==> src/hw/wm_pkg.sv <==
package wm_pkg;

   // ==========================================================
   // Widths
   // ==========================================================
   localparam int OP_W     = 35;
   localparam int SLICE_W  = 18;
   localparam int PROD_W   = 36;
   localparam int ACC_W    = 48;
   localparam int LOW_W    = 17;
   localparam int SEL_W    = 7;
   localparam int SEG_W    = 36;
   localparam int SHIFT    = 17;

   // ==========================================================
   // Datapath select codes and field positions
   // ==========================================================
   localparam logic [SEL_W-1:0] SEL_LOAD      = 7'h05;
   localparam logic [SEL_W-1:0] SEL_ACC       = 7'h25;
   localparam logic [SEL_W-1:0] SEL_SHIFT_ACC = 7'h65;
   localparam int               ZSEL_LSB      = 4;
   localparam logic [2:0]       Z_ZERO        = 3'h0;
   localparam logic [2:0]       Z_FEEDBACK    = 3'h2;
   localparam logic [2:0]       Z_SHIFTED     = 3'h6;

   // ==========================================================
   // Step indices, segment indices and reset values
   // ==========================================================
   localparam logic [1:0] STEP_0     = 2'h0;
   localparam logic [1:0] STEP_1     = 2'h1;
   localparam logic [1:0] STEP_2     = 2'h2;
   localparam logic [1:0] STEP_3     = 2'h3;
   localparam logic [1:0] SEG_0      = 2'h0;
   localparam logic [1:0] SEG_1      = 2'h1;
   localparam logic [1:0] SEG_2      = 2'h2;
   localparam logic [SEL_W-1:0] SEL_RESET = 7'h00;

   typedef enum logic
   {
      WM_MODE_35X18 = 1'b0,
      WM_MODE_35X35 = 1'b1
   } wm_mode_e;

   typedef enum logic [1:0]
   {
      WM_ST_IDLE  = 2'b00,
      WM_ST_RUN   = 2'b01,
      WM_ST_DRAIN = 2'b10
   } wm_state_e;

endpackage

==> src/hw/wm_slice_if.sv <==
`timescale 1ns/10ps

interface wm_slice_if;
   logic signed [wm_pkg::SLICE_W-1:0] a;
   logic signed [wm_pkg::SLICE_W-1:0] b;
   logic        [wm_pkg::SEL_W-1:0]   datapath_select_code;
   logic                              en;
   logic        [1:0]                 tag;
   logic signed [wm_pkg::ACC_W-1:0]   p;
   logic                              p_valid;
   logic        [1:0]                 p_tag;

   modport ctrl
   (
      output a,
      output b,
      output datapath_select_code,
      output en,
      output tag,
      input  p,
      input  p_valid,
      input  p_tag
   );

   modport slice
   (
      input  a,
      input  b,
      input  datapath_select_code,
      input  en,
      input  tag,
      output p,
      output p_valid,
      output p_tag
   );
endinterface

==> src/hw/wm_slice.sv <==
`timescale 1ns/10ps

module wm_slice #(
   parameter int USE_MREG = 0
)(
   input wire logic  i_clk_sys,
   input wire logic  i_reset_n,
   wm_slice_if.slice bus
);

   logic signed [wm_pkg::PROD_W-1:0] prod;
   logic signed [wm_pkg::PROD_W-1:0] m_prod;
   logic        [wm_pkg::SEL_W-1:0]  m_sel;
   logic                             m_en;
   logic        [1:0]                m_tag;
   logic signed [wm_pkg::ACC_W-1:0]  ext;
   logic signed [wm_pkg::ACC_W-1:0]  zin;
   logic signed [wm_pkg::ACC_W-1:0]  next_p;
   logic                             next_p_valid;
   logic        [1:0]                next_p_tag;

   assign prod = bus.a * bus.b;

   // ==========================================================
   // Optional register after the multiplier
   // ==========================================================
   // It shortens the multiply-to-adder path at the cost of one
   // cycle per step; the sequencer spaces its steps to match.
   generate
      if (USE_MREG != 0)
      begin : g_mreg
         always_ff @(posedge i_clk_sys or negedge i_reset_n)
         begin
            if (!i_reset_n)
            begin
               m_prod <= '0;
               m_sel  <= wm_pkg::SEL_RESET;
               m_en   <= 1'b0;
               m_tag  <= 2'h0;
            end
            else
            begin
               m_prod <= prod; // [RQ15]
               m_sel  <= bus.datapath_select_code;
               m_en   <= bus.en;
               m_tag  <= bus.tag;
            end
         end
      end
      else
      begin : g_nomreg
         assign m_prod = prod;
         assign m_sel  = bus.datapath_select_code;
         assign m_en   = bus.en;
         assign m_tag  = bus.tag;
      end
   endgenerate

   // ==========================================================
   // Adder input select and result register
   // ==========================================================
   always_comb
   begin
      ext = {{(wm_pkg::ACC_W-wm_pkg::PROD_W){m_prod[wm_pkg::PROD_W-1]}},
             m_prod}; // [RQ10]
      unique case (m_sel[wm_pkg::ZSEL_LSB +: 3])
         wm_pkg::Z_FEEDBACK : zin = bus.p; // [RQ17]
         wm_pkg::Z_SHIFTED  : zin = bus.p >>> wm_pkg::SHIFT;
         default            : zin = '0; // [RQ16]
      endcase
      next_p       = m_en ? ext + zin : bus.p;
      next_p_valid = m_en;
      next_p_tag   = m_en ? m_tag : bus.p_tag;
   end

   always_ff @(posedge i_clk_sys or negedge i_reset_n)
   begin
      if (!i_reset_n)
      begin
         bus.p       <= '0;
         bus.p_valid <= 1'b0;
         bus.p_tag   <= 2'h0;
      end
      else
      begin
         bus.p       <= next_p;
         bus.p_valid <= next_p_valid;
         bus.p_tag   <= next_p_tag;
      end
   end

endmodule

==> src/hw/wm_mult.sv <==
// Operation
// RQ1 - 35x18 mode: signed operands, signed 53-bit product.
// RQ2 - Split operand lower part has top bit zero.
// RQ3 - 35x18 uses one slice, two clocks.
// RQ4 - 35x18 step one: zero-extended low A times B.
// RQ5 - First partial low 17 bits are result 16:0.
// RQ6 - 35x18 step two: shifted feedback plus upper A.
// RQ7 - Step two low 36 bits are result 52:17.
// RQ8 - 35x35 mode: signed 70-bit product, four clocks.
// RQ9 - 35x35 step one: both low parts, load.
// RQ10 - Products sign extended to 48 bits.
// RQ11 - 35x35 step two: shift, add upper A, low B.
// RQ12 - Step three: accumulate upper B, low A.
// RQ13 - Step four: shift, add both upper parts.
// RQ14 - 70-bit result delivered as 17, 17, 36 bits.
// RQ15 - Optional pipeline registers add latency only.
// RQ16 - Load code routes zero into third input.
// RQ17 - Accumulate code feeds back the result register.
// RQ18 - Driver holds operands, no early restart.
// RQ19 - One-cycle valid with every emitted segment.
`timescale 1ns/10ps

module wm_mult #(
   parameter int USE_MREG = 0
)(
   input  wire logic                       i_clk_sys,
   input  wire logic                       i_reset_n,
   input  wire logic                       i_start,
   input  wire logic                       i_mode,
   input  wire logic [wm_pkg::OP_W-1:0]    i_op_a,
   input  wire logic [wm_pkg::OP_W-1:0]    i_op_b,
   output logic                            o_busy,
   output logic                            o_seg_valid,
   output logic      [1:0]                 o_seg_index,
   output logic                            o_seg_last,
   output logic      [wm_pkg::SEG_W-1:0]   o_seg_data,
   output logic      [wm_pkg::SEL_W-1:0]   o_select_code
);

   // ==========================================================
   // Declarations
   // ==========================================================
   localparam logic [1:0] GAP = 2'(USE_MREG);

   wm_slice_if slice_bus ();

   wm_pkg::wm_state_e                state;
   wm_pkg::wm_state_e                next_state;
   wm_pkg::wm_mode_e                 mode;
   wm_pkg::wm_mode_e                 next_mode;
   logic [wm_pkg::OP_W-1:0]          op_a;
   logic [wm_pkg::OP_W-1:0]          next_op_a;
   logic [wm_pkg::OP_W-1:0]          op_b;
   logic [wm_pkg::OP_W-1:0]          next_op_b;
   logic [1:0]                       step;
   logic [1:0]                       next_step;
   logic [1:0]                       gap;
   logic [1:0]                       next_gap;
   logic [1:0]                       last_step;
   logic signed [wm_pkg::SLICE_W-1:0] drv_a;
   logic signed [wm_pkg::SLICE_W-1:0] next_drv_a;
   logic signed [wm_pkg::SLICE_W-1:0] drv_b;
   logic signed [wm_pkg::SLICE_W-1:0] next_drv_b;
   logic [wm_pkg::SEL_W-1:0]         drv_sel;
   logic [wm_pkg::SEL_W-1:0]         next_drv_sel;
   logic                             drv_en;
   logic                             next_drv_en;
   logic [1:0]                       drv_tag;
   logic [1:0]                       next_drv_tag;
   logic                             busy;
   logic                             next_busy;
   logic                             seg_valid;
   logic                             next_seg_valid;
   logic [1:0]                       seg_index;
   logic [1:0]                       next_seg_index;
   logic                             seg_last;
   logic                             next_seg_last;
   logic [wm_pkg::SEG_W-1:0]         seg_data;
   logic [wm_pkg::SEG_W-1:0]         next_seg_data;
   logic signed [wm_pkg::SLICE_W-1:0] a_low;
   logic signed [wm_pkg::SLICE_W-1:0] a_high;
   logic signed [wm_pkg::SLICE_W-1:0] b_low;
   logic signed [wm_pkg::SLICE_W-1:0] b_high;
   logic signed [wm_pkg::SLICE_W-1:0] b_full;

   // ==========================================================
   // Operand slices
   // ==========================================================
   // The low part carries a forced zero on top so that it
   // multiplies as a positive number; this is why an operand can
   // only hold 35 bits rather than 36.
   assign a_low  = {1'b0, op_a[wm_pkg::LOW_W-1:0]}; // [RQ2]
   assign b_low  = {1'b0, op_b[wm_pkg::LOW_W-1:0]}; // [RQ2]
   assign a_high = op_a[wm_pkg::OP_W-1:wm_pkg::LOW_W];
   assign b_high = op_b[wm_pkg::OP_W-1:wm_pkg::LOW_W];
   assign b_full = op_b[wm_pkg::SLICE_W-1:0]; // [RQ1]

   assign last_step = (mode == wm_pkg::WM_MODE_35X35) ?
                      wm_pkg::STEP_3 : wm_pkg::STEP_1; // [RQ3] [RQ8]

   // ==========================================================
   // Sequencer
   // ==========================================================
   // Operands are captured at the start so the slice always sees
   // one consistent pair, even if the driver lets them move.
   always_comb
   begin
      next_state   = state;
      next_mode    = mode;
      next_op_a    = op_a;
      next_op_b    = op_b;
      next_step    = step;
      next_gap     = gap;
      next_drv_a   = drv_a;
      next_drv_b   = drv_b;
      next_drv_sel = drv_sel;
      next_drv_en  = 1'b0;
      next_drv_tag = drv_tag;
      unique case (state)
         wm_pkg::WM_ST_IDLE :
         begin
            if (i_start)
            begin
               next_mode  = wm_pkg::wm_mode_e'(i_mode);
               next_op_a  = i_op_a; // [RQ18]
               next_op_b  = i_op_b;
               next_step  = wm_pkg::STEP_0;
               next_gap   = 2'h0;
               next_state = wm_pkg::WM_ST_RUN;
            end
         end
         wm_pkg::WM_ST_RUN :
         begin
            if (gap != 2'h0)
            begin
               next_gap = gap - 2'h1; // [RQ15]
            end
            else
            begin
               next_drv_en  = 1'b1;
               next_drv_tag = step;
               next_gap     = GAP;
               if (mode == wm_pkg::WM_MODE_35X18)
               begin
                  next_drv_b = b_full; // [RQ1]
                  if (step == wm_pkg::STEP_0)
                  begin
                     next_drv_a   = a_low; // [RQ4]
                     next_drv_sel = wm_pkg::SEL_LOAD; // [RQ4]
                  end
                  else
                  begin
                     next_drv_a   = a_high; // [RQ6]
                     next_drv_sel = wm_pkg::SEL_SHIFT_ACC; // [RQ6]
                  end
               end
               else
               begin
                  unique case (step)
                     wm_pkg::STEP_0 :
                     begin
                        next_drv_a   = a_low; // [RQ9]
                        next_drv_b   = b_low;
                        next_drv_sel = wm_pkg::SEL_LOAD; // [RQ9]
                     end
                     wm_pkg::STEP_1 :
                     begin
                        next_drv_a   = a_high; // [RQ11]
                        next_drv_b   = b_low;
                        next_drv_sel = wm_pkg::SEL_SHIFT_ACC; // [RQ11]
                     end
                     wm_pkg::STEP_2 :
                     begin
                        next_drv_a   = a_low; // [RQ12]
                        next_drv_b   = b_high;
                        next_drv_sel = wm_pkg::SEL_ACC; // [RQ12]
                     end
                     wm_pkg::STEP_3 :
                     begin
                        next_drv_a   = a_high; // [RQ13]
                        next_drv_b   = b_high;
                        next_drv_sel = wm_pkg::SEL_SHIFT_ACC; // [RQ13]
                     end
                  endcase
               end
               if (step == last_step)
               begin
                  next_state = wm_pkg::WM_ST_DRAIN;
               end
               else
               begin
                  next_step = step + 2'h1;
               end
            end
         end
         wm_pkg::WM_ST_DRAIN :
         begin
            if (slice_bus.p_valid && (slice_bus.p_tag == last_step))
            begin
               next_state = wm_pkg::WM_ST_IDLE;
            end
         end
         default :
         begin
            next_state = wm_pkg::WM_ST_IDLE;
         end
      endcase
      next_busy = (next_state != wm_pkg::WM_ST_IDLE);
   end

   always_ff @(posedge i_clk_sys or negedge i_reset_n)
   begin
      if (!i_reset_n)
      begin
         state   <= wm_pkg::WM_ST_IDLE;
         mode    <= wm_pkg::WM_MODE_35X18;
         op_a    <= '0;
         op_b    <= '0;
         step    <= wm_pkg::STEP_0;
         gap     <= 2'h0;
         drv_a   <= '0;
         drv_b   <= '0;
         drv_sel <= wm_pkg::SEL_RESET;
         drv_en  <= 1'b0;
         drv_tag <= 2'h0;
         busy    <= 1'b0;
      end
      else
      begin
         state   <= next_state;
         mode    <= next_mode;
         op_a    <= next_op_a;
         op_b    <= next_op_b;
         step    <= next_step;
         gap     <= next_gap;
         drv_a   <= next_drv_a;
         drv_b   <= next_drv_b;
         drv_sel <= next_drv_sel;
         drv_en  <= next_drv_en;
         drv_tag <= next_drv_tag;
         busy    <= next_busy;
      end
   end

   // ==========================================================
   // Multiply-add slice
   // ==========================================================
   assign slice_bus.a                    = drv_a;
   assign slice_bus.b                    = drv_b;
   assign slice_bus.datapath_select_code = drv_sel;
   assign slice_bus.en                   = drv_en;
   assign slice_bus.tag                  = drv_tag;

   wm_slice #(
      .USE_MREG (USE_MREG)
   ) u_slice (
      .i_clk_sys (i_clk_sys),
      .i_reset_n (i_reset_n),
      .bus       (slice_bus)
   );

   // ==========================================================
   // Result segments
   // ==========================================================
   // Segments are taken from the result register the cycle after
   // it is written, so a step's result is never read half-formed.
   always_comb
   begin
      next_seg_valid = 1'b0;
      next_seg_index = seg_index;
      next_seg_last  = 1'b0;
      next_seg_data  = seg_data;
      if (slice_bus.p_valid)
      begin
         if (slice_bus.p_tag == last_step)
         begin
            next_seg_valid = 1'b1; // [RQ19]
            next_seg_last  = 1'b1;
            next_seg_data  = slice_bus.p[wm_pkg::SEG_W-1:0]; // [RQ7]
            next_seg_index = (mode == wm_pkg::WM_MODE_35X35) ?
                             wm_pkg::SEG_2 : wm_pkg::SEG_1; // [RQ14]
         end
         else if (slice_bus.p_tag == wm_pkg::STEP_0)
         begin
            next_seg_valid = 1'b1; // [RQ19]
            next_seg_index = wm_pkg::SEG_0;
            next_seg_data  = {{(wm_pkg::SEG_W-wm_pkg::LOW_W){1'b0}},
                              slice_bus.p[wm_pkg::LOW_W-1:0]}; // [RQ5]
         end
         else if (slice_bus.p_tag == wm_pkg::STEP_2)
         begin
            next_seg_valid = 1'b1; // [RQ19]
            next_seg_index = wm_pkg::SEG_1; // [RQ14]
            next_seg_data  = {{(wm_pkg::SEG_W-wm_pkg::LOW_W){1'b0}},
                              slice_bus.p[wm_pkg::LOW_W-1:0]}; // [RQ12]
         end
      end
   end

   always_ff @(posedge i_clk_sys or negedge i_reset_n)
   begin
      if (!i_reset_n)
      begin
         seg_valid <= 1'b0;
         seg_index <= wm_pkg::SEG_0;
         seg_last  <= 1'b0;
         seg_data  <= '0;
      end
      else
      begin
         seg_valid <= next_seg_valid;
         seg_index <= next_seg_index;
         seg_last  <= next_seg_last;
         seg_data  <= next_seg_data;
      end
   end

   assign o_busy        = busy;
   assign o_seg_valid   = seg_valid;
   assign o_seg_index   = seg_index;
   assign o_seg_last    = seg_last;
   assign o_seg_data    = seg_data;
   assign o_select_code = drv_sel;

endmodule

==> config.mk <==
export PLATFORM = sky130hd
export DESIGN_NAME = wm_mult
export DESIGN_NICKNAME = d
export VERILOG_FILES = /design/src/hw/wm_pkg.sv /design/src/hw/wm_slice_if.sv /design/src/hw/wm_slice.sv /design/src/hw/wm_mult.sv
export SDC_FILE = /design/constraint.sdc
export NUM_CORES = 1
export LEC_CHECK = 0
export BUFFER_PORTS_ARGS = -buffer_cell sky130_fd_sc_hd__buf_4
export CORE_ASPECT_RATIO = 1.5
export CORE_MARGIN = 2
export CORE_UTILIZATION = 45
export DETAILED_ROUTE_END_ITERATION = 16
export REMOVE_ABC_BUFFERS = 1
export SYNTH_ARGS = -nofsm -noshare
export SYNTH_HDL_FRONTEND = slang
export SYNTH_SLANG_ARGS = --single-unit
==> constraint.sdc <==
create_clock -name i_clk_sys -period 8.55 [get_ports i_clk_sys]
set_input_delay 1.71 -clock i_clk_sys [delete_from_list [all_inputs] [get_ports i_clk_sys]]
set_output_delay 1.71 -clock i_clk_sys [all_outputs]
set_load 0.05 [all_outputs]
==> results of run 1 <==
## critical path, stage by stage (launching register included)
cell and delay (ns):
dfrtp_1 0.74, nand2_1 0.26, fa_1 0.68, inv_1 0.16
fa_1 0.66, fa_1 0.67, inv_1 0.15, fa_1 0.72
inv_1 0.23, fa_1 0.55, fa_1 0.42, ha_1 0.29
ha_1 0.42, nand2_1 0.18, nor2_1 0.17, nand3_1 0.18
or2_1 0.32, o311ai_1 0.33, mux2_1 0.35, nand3_1 0.08
## final cells by class
class / count / area share, %
clock inverters: 13 / 0.522
inverters: 381 / 5.42
flip-flops and latches: 211 / 20.0
clock buffers: 28 / 2.37
multi-input cells: 1769 / 64.4
well taps: 682 / 3.24
repair buffers: 141 / 4.04
diodes: 1 / 0.00949
## placed cells by master, fill, tap and decap left out, drive strengths merged, types with 6 or more instances in the layout
cell,instances
and3,8
fa,416
o211ai,9
nand2b,7
inv,381
dfrtp,211
xnor2,26
a21oi,53
and2,177
clkbuf,28
nand3,13
mux2,51
ha,142
nor2,53
buf,141
clkinv,8
a31oi,6
o21ai,67
o21bai,11
nor2b,15
xor2,14
mux2i,48
nand2,507
a22o,20
a21o,46
nor3,7
## worst max-delay path by stage
| stage | to | slack [ns] | cells past startpoint |
|---|---|---|---|
| 6_report | u_slice.bus.p[45] | 0.89 | 19 |
| 5_1_grt | u_slice.bus.p[45] | 0.42 | 19 |
| 4_1_cts | u_slice.bus.p[45] | 0.85 | 19 |
| 3_5_place_dp | u_slice.bus.p[45] | 0.90 | 19 |
| 3_3_place_gp | u_slice.bus.p[45] | 1.13 | 19 |
| 2_1_floorplan | u_slice.bus.p[37] | 1.66 | 19 |
## metrics by stage
| step | hold slack [ns] | area [um^2] | util (%) |
|---|---|---|---|
| 6_report | 0.472 | 26400 | 49.9 |
| 5_1_grt | 0.492 | 26400 | 49.9 |
| 4_1_cts | 0.478 | 26400 | 49.9 |
| 3_5_place_dp | 0.462 | 25600 | 48.5 |
| 3_3_place_gp | 0.459 | 25600 | 48.5 |
| 2_1_floorplan | 0.444 | 23700 | - |
## flip-flops by register name, indices dropped and copies added, names as in the netlist
name,count
drv_b,18
o_seg_valid,1
drv_en,1
mode,1
u_slice.bus.p_tag,2
o_seg_last,1
u_slice.bus.p,48
o_busy,1
op_a,35
state,2
op_b,35
o_select_code,3
gap,2
drv_tag,2
step,2
u_slice.bus.p_valid,1
o_seg_index,2
o_seg_data,36
drv_a,18
## kinds of logic after synthesis
group	synth area share (%)
flip-flops	21.9
XOR/XNOR	1.45
AND/OR/NAND/NOR	15.2
multiplexers	4.38
adder cells (fa/ha/maj)	41.9
buffers and inverters	7.80
AO/OA/AOI/OAI	7.32
other	0.0156
## per-layer routing
layer  vias to the layer above  share of wire, %  track usage (%)
li1                       7769                 -                -
met1                      8833                37             26.9
met2                       314                56             45.0
met3                       124               2.5             1.78
met4                         0               4.8             10.2
met5                         -                 0                0
==> metrics, run 1 <==
status finished, final reports clean; DP HPWL 49800 um; Synth Instances 2475; 1st-iter DRT viols 798; drt drc 0; fin cells 3226; hold endpoint op_a[12]; R2R Path End u_slice.bus.p[45]; Num CTS Buffers 23; Setup WS pre-CTS 0.900 ns; CTS clock-pin slew for the worst setup and hold paths 0.08 ns; remaining global-route overflow 0; layout overhead on the synthesized area 9.44%; Max clock buf depth 3; DRT antenna net count 0; crit path DAT 8.14 ns; Synth area leader fa_1; source of the critical timing path drv_a[17]; Inst Count DP 3184; fmax 131 MHz; most frequent cells after synthesis nand2_1 (507), fa_1 (416), inv_1 (379); r2r setup slk 0.89 ns; port bufs 118; Placeable Area 0.0528 mm^2; Yosys top cell area share 34.6%; Crit path required time 9.03 ns; Die X 193 um; H-tree levels 1; vias in the first global route 18800; register area share after synthesis 21.9%; Tcrit/Tclk final 89.6%; CTS tree done; synth warn 0; IO Count 122; max cap viols 0; Final Hold Fails 0; reg2reg path depth 19; GP Congestion 0.927; number of fill cells 5033; DRT Pass-1 Iters 5; TNS Setup 0 ns; clock sink count 211; row count 103; Post-CTS Setup Repair Bufs 0; Worst Hold Class flip-flop to flip-flop; # nets final 3159; synthesized area 0.0241 mm^2; DR vias 17000; Cell variety after synth 68; storage element area 0.00528 mm^2; mean post-synth cell area 9.74 um^2; Startpoint Class flip-flop; Root Driver clkbuf_16; RSZ-0062 raised after global routing false; Hold Path Origin op_a[12]; area of the multi-input gates 0.0170 mm^2; initial antenna violation count 0; gr usage total 23.7%; WL final 62400 um; r2r startpoint drv_a[17]; hold depth 2; share of cells above drive strength 1 9.67%; Initial Utilization 45.6%; number of synthesized flops with an enable pin 0; synth top area cells fa_1 (35%), dfrtp_1 (22%), nand2_1 (7.9%); Final Slew Violations 0; asr flop ratio synth 100%; Die Area 0.0555 mm^2; Crit Path Class flip-flop to flip-flop; Vias per Instance 5.28; clk_skew 0.0154 ns; CTS resizes 0; Top FF cell, synth dfrtp_1; #FFs+latches synth 211; Tmin final 7.66 ns; CP Capture Type flip-flop; Worst slew margin 13.0%; worst setup margin 0.890 ns; Worst Tran Pin Value 1.30 ns; Crit Path Max Fanout 19; Die H 287 um; Hold Buf Count CTS 0; top-count cell post-synth nand2_1; largest net degree at the start of global routing 86; routed len/inst 19.4 um; first-pass GRT wire length 101000 um; worst skew pair latency 0.55 ns; final setup fails 0
Power of run 1 is not shown: default switching activity piles up to over one toggle a cycle in this logic, so the estimate is an artifact.
==> run 2, diff against run 1 <==
==> constraint.sdc (replaced) <==
create_clock -name i_clk_sys -period 9 [get_ports i_clk_sys]
set_input_delay 1.8 -clock i_clk_sys [delete_from_list [all_inputs] [get_ports i_clk_sys]]
set_output_delay 1.8 -clock i_clk_sys [all_outputs]
set_load 0.05 [all_outputs]
==> run 2 against run 1 <==
Against the previous run: clock-buffer cell count shrank 1; final area hardly changed; via count is 0.26% higher; worst setup slack better by 0.45 ns; first-iteration DRC count rose by 15%; non-clock buffer count shrank 5; critical path depth unchanged; sequential share of layout area hardly changed; critical path type unchanged; critical endpoint unchanged; largest cell class unchanged; highest routed layer unchanged.
==> metrics, run 2 (synthesis results as in run 1) <==
DRT Pass-1 Iters 5; Worst Path Buf+Inv 3; Crit Path Max Fanout 19; port bufs 118; TNS Setup 0 ns; area of the multi-input gates 0.0170 mm^2; gr usage total 23.6%; first-pass GRT wire length 100000 um; Final Hold Fails 0; Biggest register u_slice.bus.p; clk_skew 0.0143 ns; Post-CTS Setup Repair Bufs 0; largest net degree at the start of global routing 86; critical path, cell by cell nand2_1 > fa_1 > inv_1 > fa_1 > fa_1 > inv_1 > fa_1 > inv_1 > fa_1 > fa_1 > ha_1 > ha_1 > nand2_1 > nor2_1 > nand3_1 > or2_1 > o311ai_1 > mux2_1 > nand3_1; DRT antenna net count 0; remaining global-route overflow 0; Tmin final 7.66 ns; Die X 193 um; DP HPWL 50000 um; commonest non-fill, non-tap cell in the layout nand2_1; Final Slew Violations 0; DR vias 17100; fin cells 3221; Placeable Area 0.0528 mm^2; layout overhead on the synthesized area 9.52%; Crit path required time 9.47 ns; # nets final 3154; diode count 0; Die H 287 um; Num CTS Buffers 23; worst skew pair latency 0.54 ns; max FFs per register 48; WL final 62300 um; Hold Buf Count CTS 0; CP Capture Type flip-flop; IO Count 122; GP Congestion 0.924; CTS tree done; final setup fails 0; Startpoint Class flip-flop; status finished, final reports clean; clock sink count 211; RSZ-0062 raised after global routing false; fmax 131 MHz; Worst Hold Class flip-flop to flip-flop; vias in the first global route 18800; Initial Utilization 45.6%; Root Driver clkbuf_16; crit path max-delay cell type fa_1; Max clock buf depth 3; routed len/inst 19.3 um; Worst slew margin 11.0%; CTS resizes 0; Die Area 0.0555 mm^2; initial antenna violation count 1; CTS clock-pin slew for the worst setup and hold paths 0.07 ns; Crit Path Class flip-flop to flip-flop; Worst Tran Pin Value 1.33 ns; Tcrit/Tclk final 85.1%; most used cell, CP fa_1; share of cells above drive strength 1 9.57%; 1st-iter DRT viols 917; Setup WS pre-CTS 1.37 ns; Vias per Instance 5.30; number of fill cells 4932; row count 103; Inst Count DP 3179; Crit path max-delay family adder cells; H-tree levels 1; worst setup margin 1.34 ns; drt drc 0; storage element area 0.00528 mm^2; CP peak stage delay 0.75 ns; crit path DAT 8.14 ns; max cap viols 0; most frequent cells in the layout nand2_1 (505), fa_1 (416), inv_1 (379), dfrtp_1 (210), and2_1 (176)
-- run 2: layout make-up --
cell class              instances  area share (%)
clock buffers                  27            2.35
clock inverters                15           0.754
inverters                     381            5.42
multi-input cells            1769            64.3
flip-flops and latches        211            20.0
well taps                     682            3.23
repair buffers                136            3.90
-- run 2: per-layer routing --
metal / track usage [%] / wire length, um / vias to the layer above
li1: - / - / 7749
met1: 27.1 / 22600 / 8853
met2: 44.0 / 34600 / 353
met3: 1.60 / 1620 / 130
met4: 11.5 / 3470 / 0
met5: 0 / 0 / -
-- run 2: per-stage QoR --
stage                     hold slack (ns)  util [%]  instance area (um^2)
after CTS                           0.478      49.9                 26400
final                               0.472      49.9                 26400
after global routing                0.497      49.9                 26400
after global placement              0.458      48.4                 25600
after detailed placement            0.461      48.4                 25600
after floorplan                     0.444         -                 23700
-- run 2: worst paths after layout --
check | startpoint | endpoint | slack, ns | cells past startpoint
worst max-delay path | drv_a[17] | u_slice.bus.p[45] | 1.34 | 19
max in group asynchronous | i_reset_n | u_slice.bus.p[24] | 6.25 | 2
worst min register to register | op_b[32] | op_b[32] | 0.47 | 2
min in group asynchronous | i_reset_n | u_slice.bus.p[40] | 1.19 | 1
worst min-delay path | op_b[32] | op_b[32] | 0.47 | 2
worst max register to register | drv_a[17] | u_slice.bus.p[45] | 1.34 | 19
-- run 2: worst reg2reg max path, stage by stage (launching register included) --
cell	delay [ns]
dfrtp_1	0.70
nand2_1	0.25
fa_1	0.65
inv_1	0.15
fa_1	0.67
fa_1	0.69
inv_1	0.15
fa_1	0.75
inv_1	0.26
fa_1	0.57
fa_1	0.43
ha_1	0.29
ha_1	0.41
nand2_1	0.18
nor2_1	0.18
nand3_1	0.16
or2_1	0.31
o311ai_1	0.35
mux2_1	0.36
nand3_1	0.09
Power of run 2 is left out for the same reason.
==> run 3, diff against run 2 <==
--- a/config.mk
+++ b/config.mk
@@ -7,9 +7,10 @@
 export LEC_CHECK = 0
 export BUFFER_PORTS_ARGS = -buffer_cell sky130_fd_sc_hd__buf_4
 export CORE_ASPECT_RATIO = 1.5
-export CORE_MARGIN = 2
+export CORE_MARGIN = 1.5
 export CORE_UTILIZATION = 45
 export DETAILED_ROUTE_END_ITERATION = 16
+export RECOVER_POWER = 25
 export REMOVE_ABC_BUFFERS = 1
 export SYNTH_ARGS = -nofsm -noshare
 export SYNTH_HDL_FRONTEND = slang
==> run 3 against run 2 <==
Against the previous run: the run now ends with max-capacitance violations, max-slew violations left; sequential cell count did not move; clock skew rose by 0.014 ns; non-clock buffer count rose by 2; final area rose by 0.16%; sequential share of layout area barely moved; die area fell by 0.86%; fmax fell by 2.0%; first-iteration DRC count fell by 13%; largest cell class unchanged.
==> metrics, run 3 (synthesis results as in run 1) <==
Worst slew margin -278%; number of cells on the critical path 19; fmax 128 MHz; crit path DAT 8.28 ns; port bufs 118; commonest non-fill, non-tap cell in the layout nand2_1; Final Hold Fails 0; number of fill cells 5005; DR vias 17100; max cap viols 2; # nets final 3157; Hold Path Origin op_b[32]; TNS Setup 0 ns; Hold Buf Count CTS 0; IO Count 122; DRT antenna net count 0; Die H 286 um; Num CTS Buffers 24; gr usage total 24.1%; Worst Hold Class flip-flop to flip-flop; GP Congestion 0.942; remaining global-route overflow 0; Tmin final 7.82 ns; clk_skew 0.0283 ns; final setup fails 0; diode count 0; Worst Path Buf+Inv 3; hold endpoint op_b[32]; Max clock buf depth 3; vias in the first global route 19000; RSZ-0062 raised after global routing false; drt drc 0; critical path, cell by cell nand2_1 > fa_1 > inv_1 > fa_1 > fa_1 > inv_1 > fa_1 > inv_1 > fa_1 > fa_1 > ha_1 > ha_1 > nand2_1 > nor2_1 > nand3_1 > or2_1 > o311ai_0 > nand4b_1 > o211ai_1; share of cells above drive strength 1 9.41%; CP Capture Type flip-flop; row count 103; R2R Path End u_slice.bus.p[47]; layout overhead on the synthesized area 9.69%; Initial Utilization 45.6%; Vias per Instance 5.31; Root Driver clkbuf_16; CTS resizes 0; Final Slew Violations 180; worst skew pair latency 0.55 ns; CTS clock-pin slew for the worst setup and hold paths 0.06 ns; largest net degree at the start of global routing 98; Crit Path Class flip-flop to flip-flop; Die X 192 um; routed len/inst 19.5 um; status finished with violations; 1st-iter DRT viols 795; r2r setup slk 1.18 ns; WL final 62900 um; crit path max-delay cell type dfrtp_1; DP HPWL 50400 um; DRT Pass-1 Iters 5; Post-CTS Setup Repair Bufs 0; initial antenna violation count 0; clock sink count 211; Crit Path Max Fanout 19; violated checks max-capacitance violations, max-slew violations; Crit path max-delay family adder cells; Worst Tran Pin Value 5.68 ns; max FFs per register 48; Startpoint Class flip-flop; most used cell, CP fa_1; H-tree levels 1; Tcrit/Tclk final 86.9%; hold depth 2; reg2reg path depth 19; CP peak stage delay 0.75 ns; CTS tree done; most frequent cells in the layout nand2_1 (505), fa_1 (416), inv_1 (379), dfrtp_1 (210), and2_1 (176); first-pass GRT wire length 102000 um; Crit path required time 9.46 ns; Placeable Area 0.0528 mm^2; r2r startpoint drv_a[17]; Biggest register u_slice.bus.p; Die Area 0.0550 mm^2
[run 3: changes by cell type in the layout (fill, tap and decap cells not counted)]
| cell | previous run | this run |
|---|---|---|
| clkbuf_1 | 1 | 7 |
| clkbuf_8 | 3 | 6 |
| clkinv_2 | 4 | 1 |
| clkbuf_16 | 23 | 25 |
| clkinvlp_4 | 4 | 2 |
| buf_4 | 135 | 134 |
| buf_8 | 1 | 0 |
| inv_6 | 2 | 1 |
| inv_8 | 1 | 0 |
[run 3: area by class of cell]
class                   instances  area (um^2)  area share (%)
clock buffers                  34          719            2.72
repair buffers                138         1020            3.86
flip-flops and latches        211         5280            20.0
multi-input cells            1769        17000            64.2
well taps                     682          853            3.23
clock inverters                 8          149           0.563
inverters                     381         1430            5.41
[run 3: metal layers]
layer,part of all wire [%],track usage [%]
met1,36,26.9
met2,56,45.3
met3,2.6,1.79
met4,5.8,12.7
met5,0,0
[run 3: worst max path at each step]
stage	startpoint	slack, ns	to
floorplan	drv_a[17]	2.11	u_slice.bus.p[37]
global placement	drv_a[17]	1.51	u_slice.bus.p[47]
detailed placement	drv_a[17]	1.24	u_slice.bus.p[47]
CTS	drv_a[17]	1.22	u_slice.bus.p[47]
global route	drv_a[17]	0.66	u_slice.bus.p[47]
finish	drv_a[17]	1.18	u_slice.bus.p[47]
[run 3: worst register-to-register path: cells and delay by family, from the launching register on]
| family | cells | cell delay, ns |
|---|---|---|
| fa+ha+maj | 8 | 4.45 |
| simple gates | 6 | 1.29 |
| flops | 1 | 0.75 |
| compound gates | 2 | 0.69 |
| buf+inv | 3 | 0.56 |
[run 3: through the flow]
stage	util [%]	instances	worst slack [ns]	hold WS (ns)	instance area, um^2
after CTS	50.1	3223	1.22	0.476	26500
after global placement	48.4	3181	1.51	0.458	25600
after detailed placement	48.4	3181	1.24	0.461	25600
final	50.0	3223	1.18	0.471	26400
after floorplan	-	2361	2.11	0.444	23700
after global routing	50.0	3223	0.657	0.496	26400
Power of run 3 is left out for the same reason.
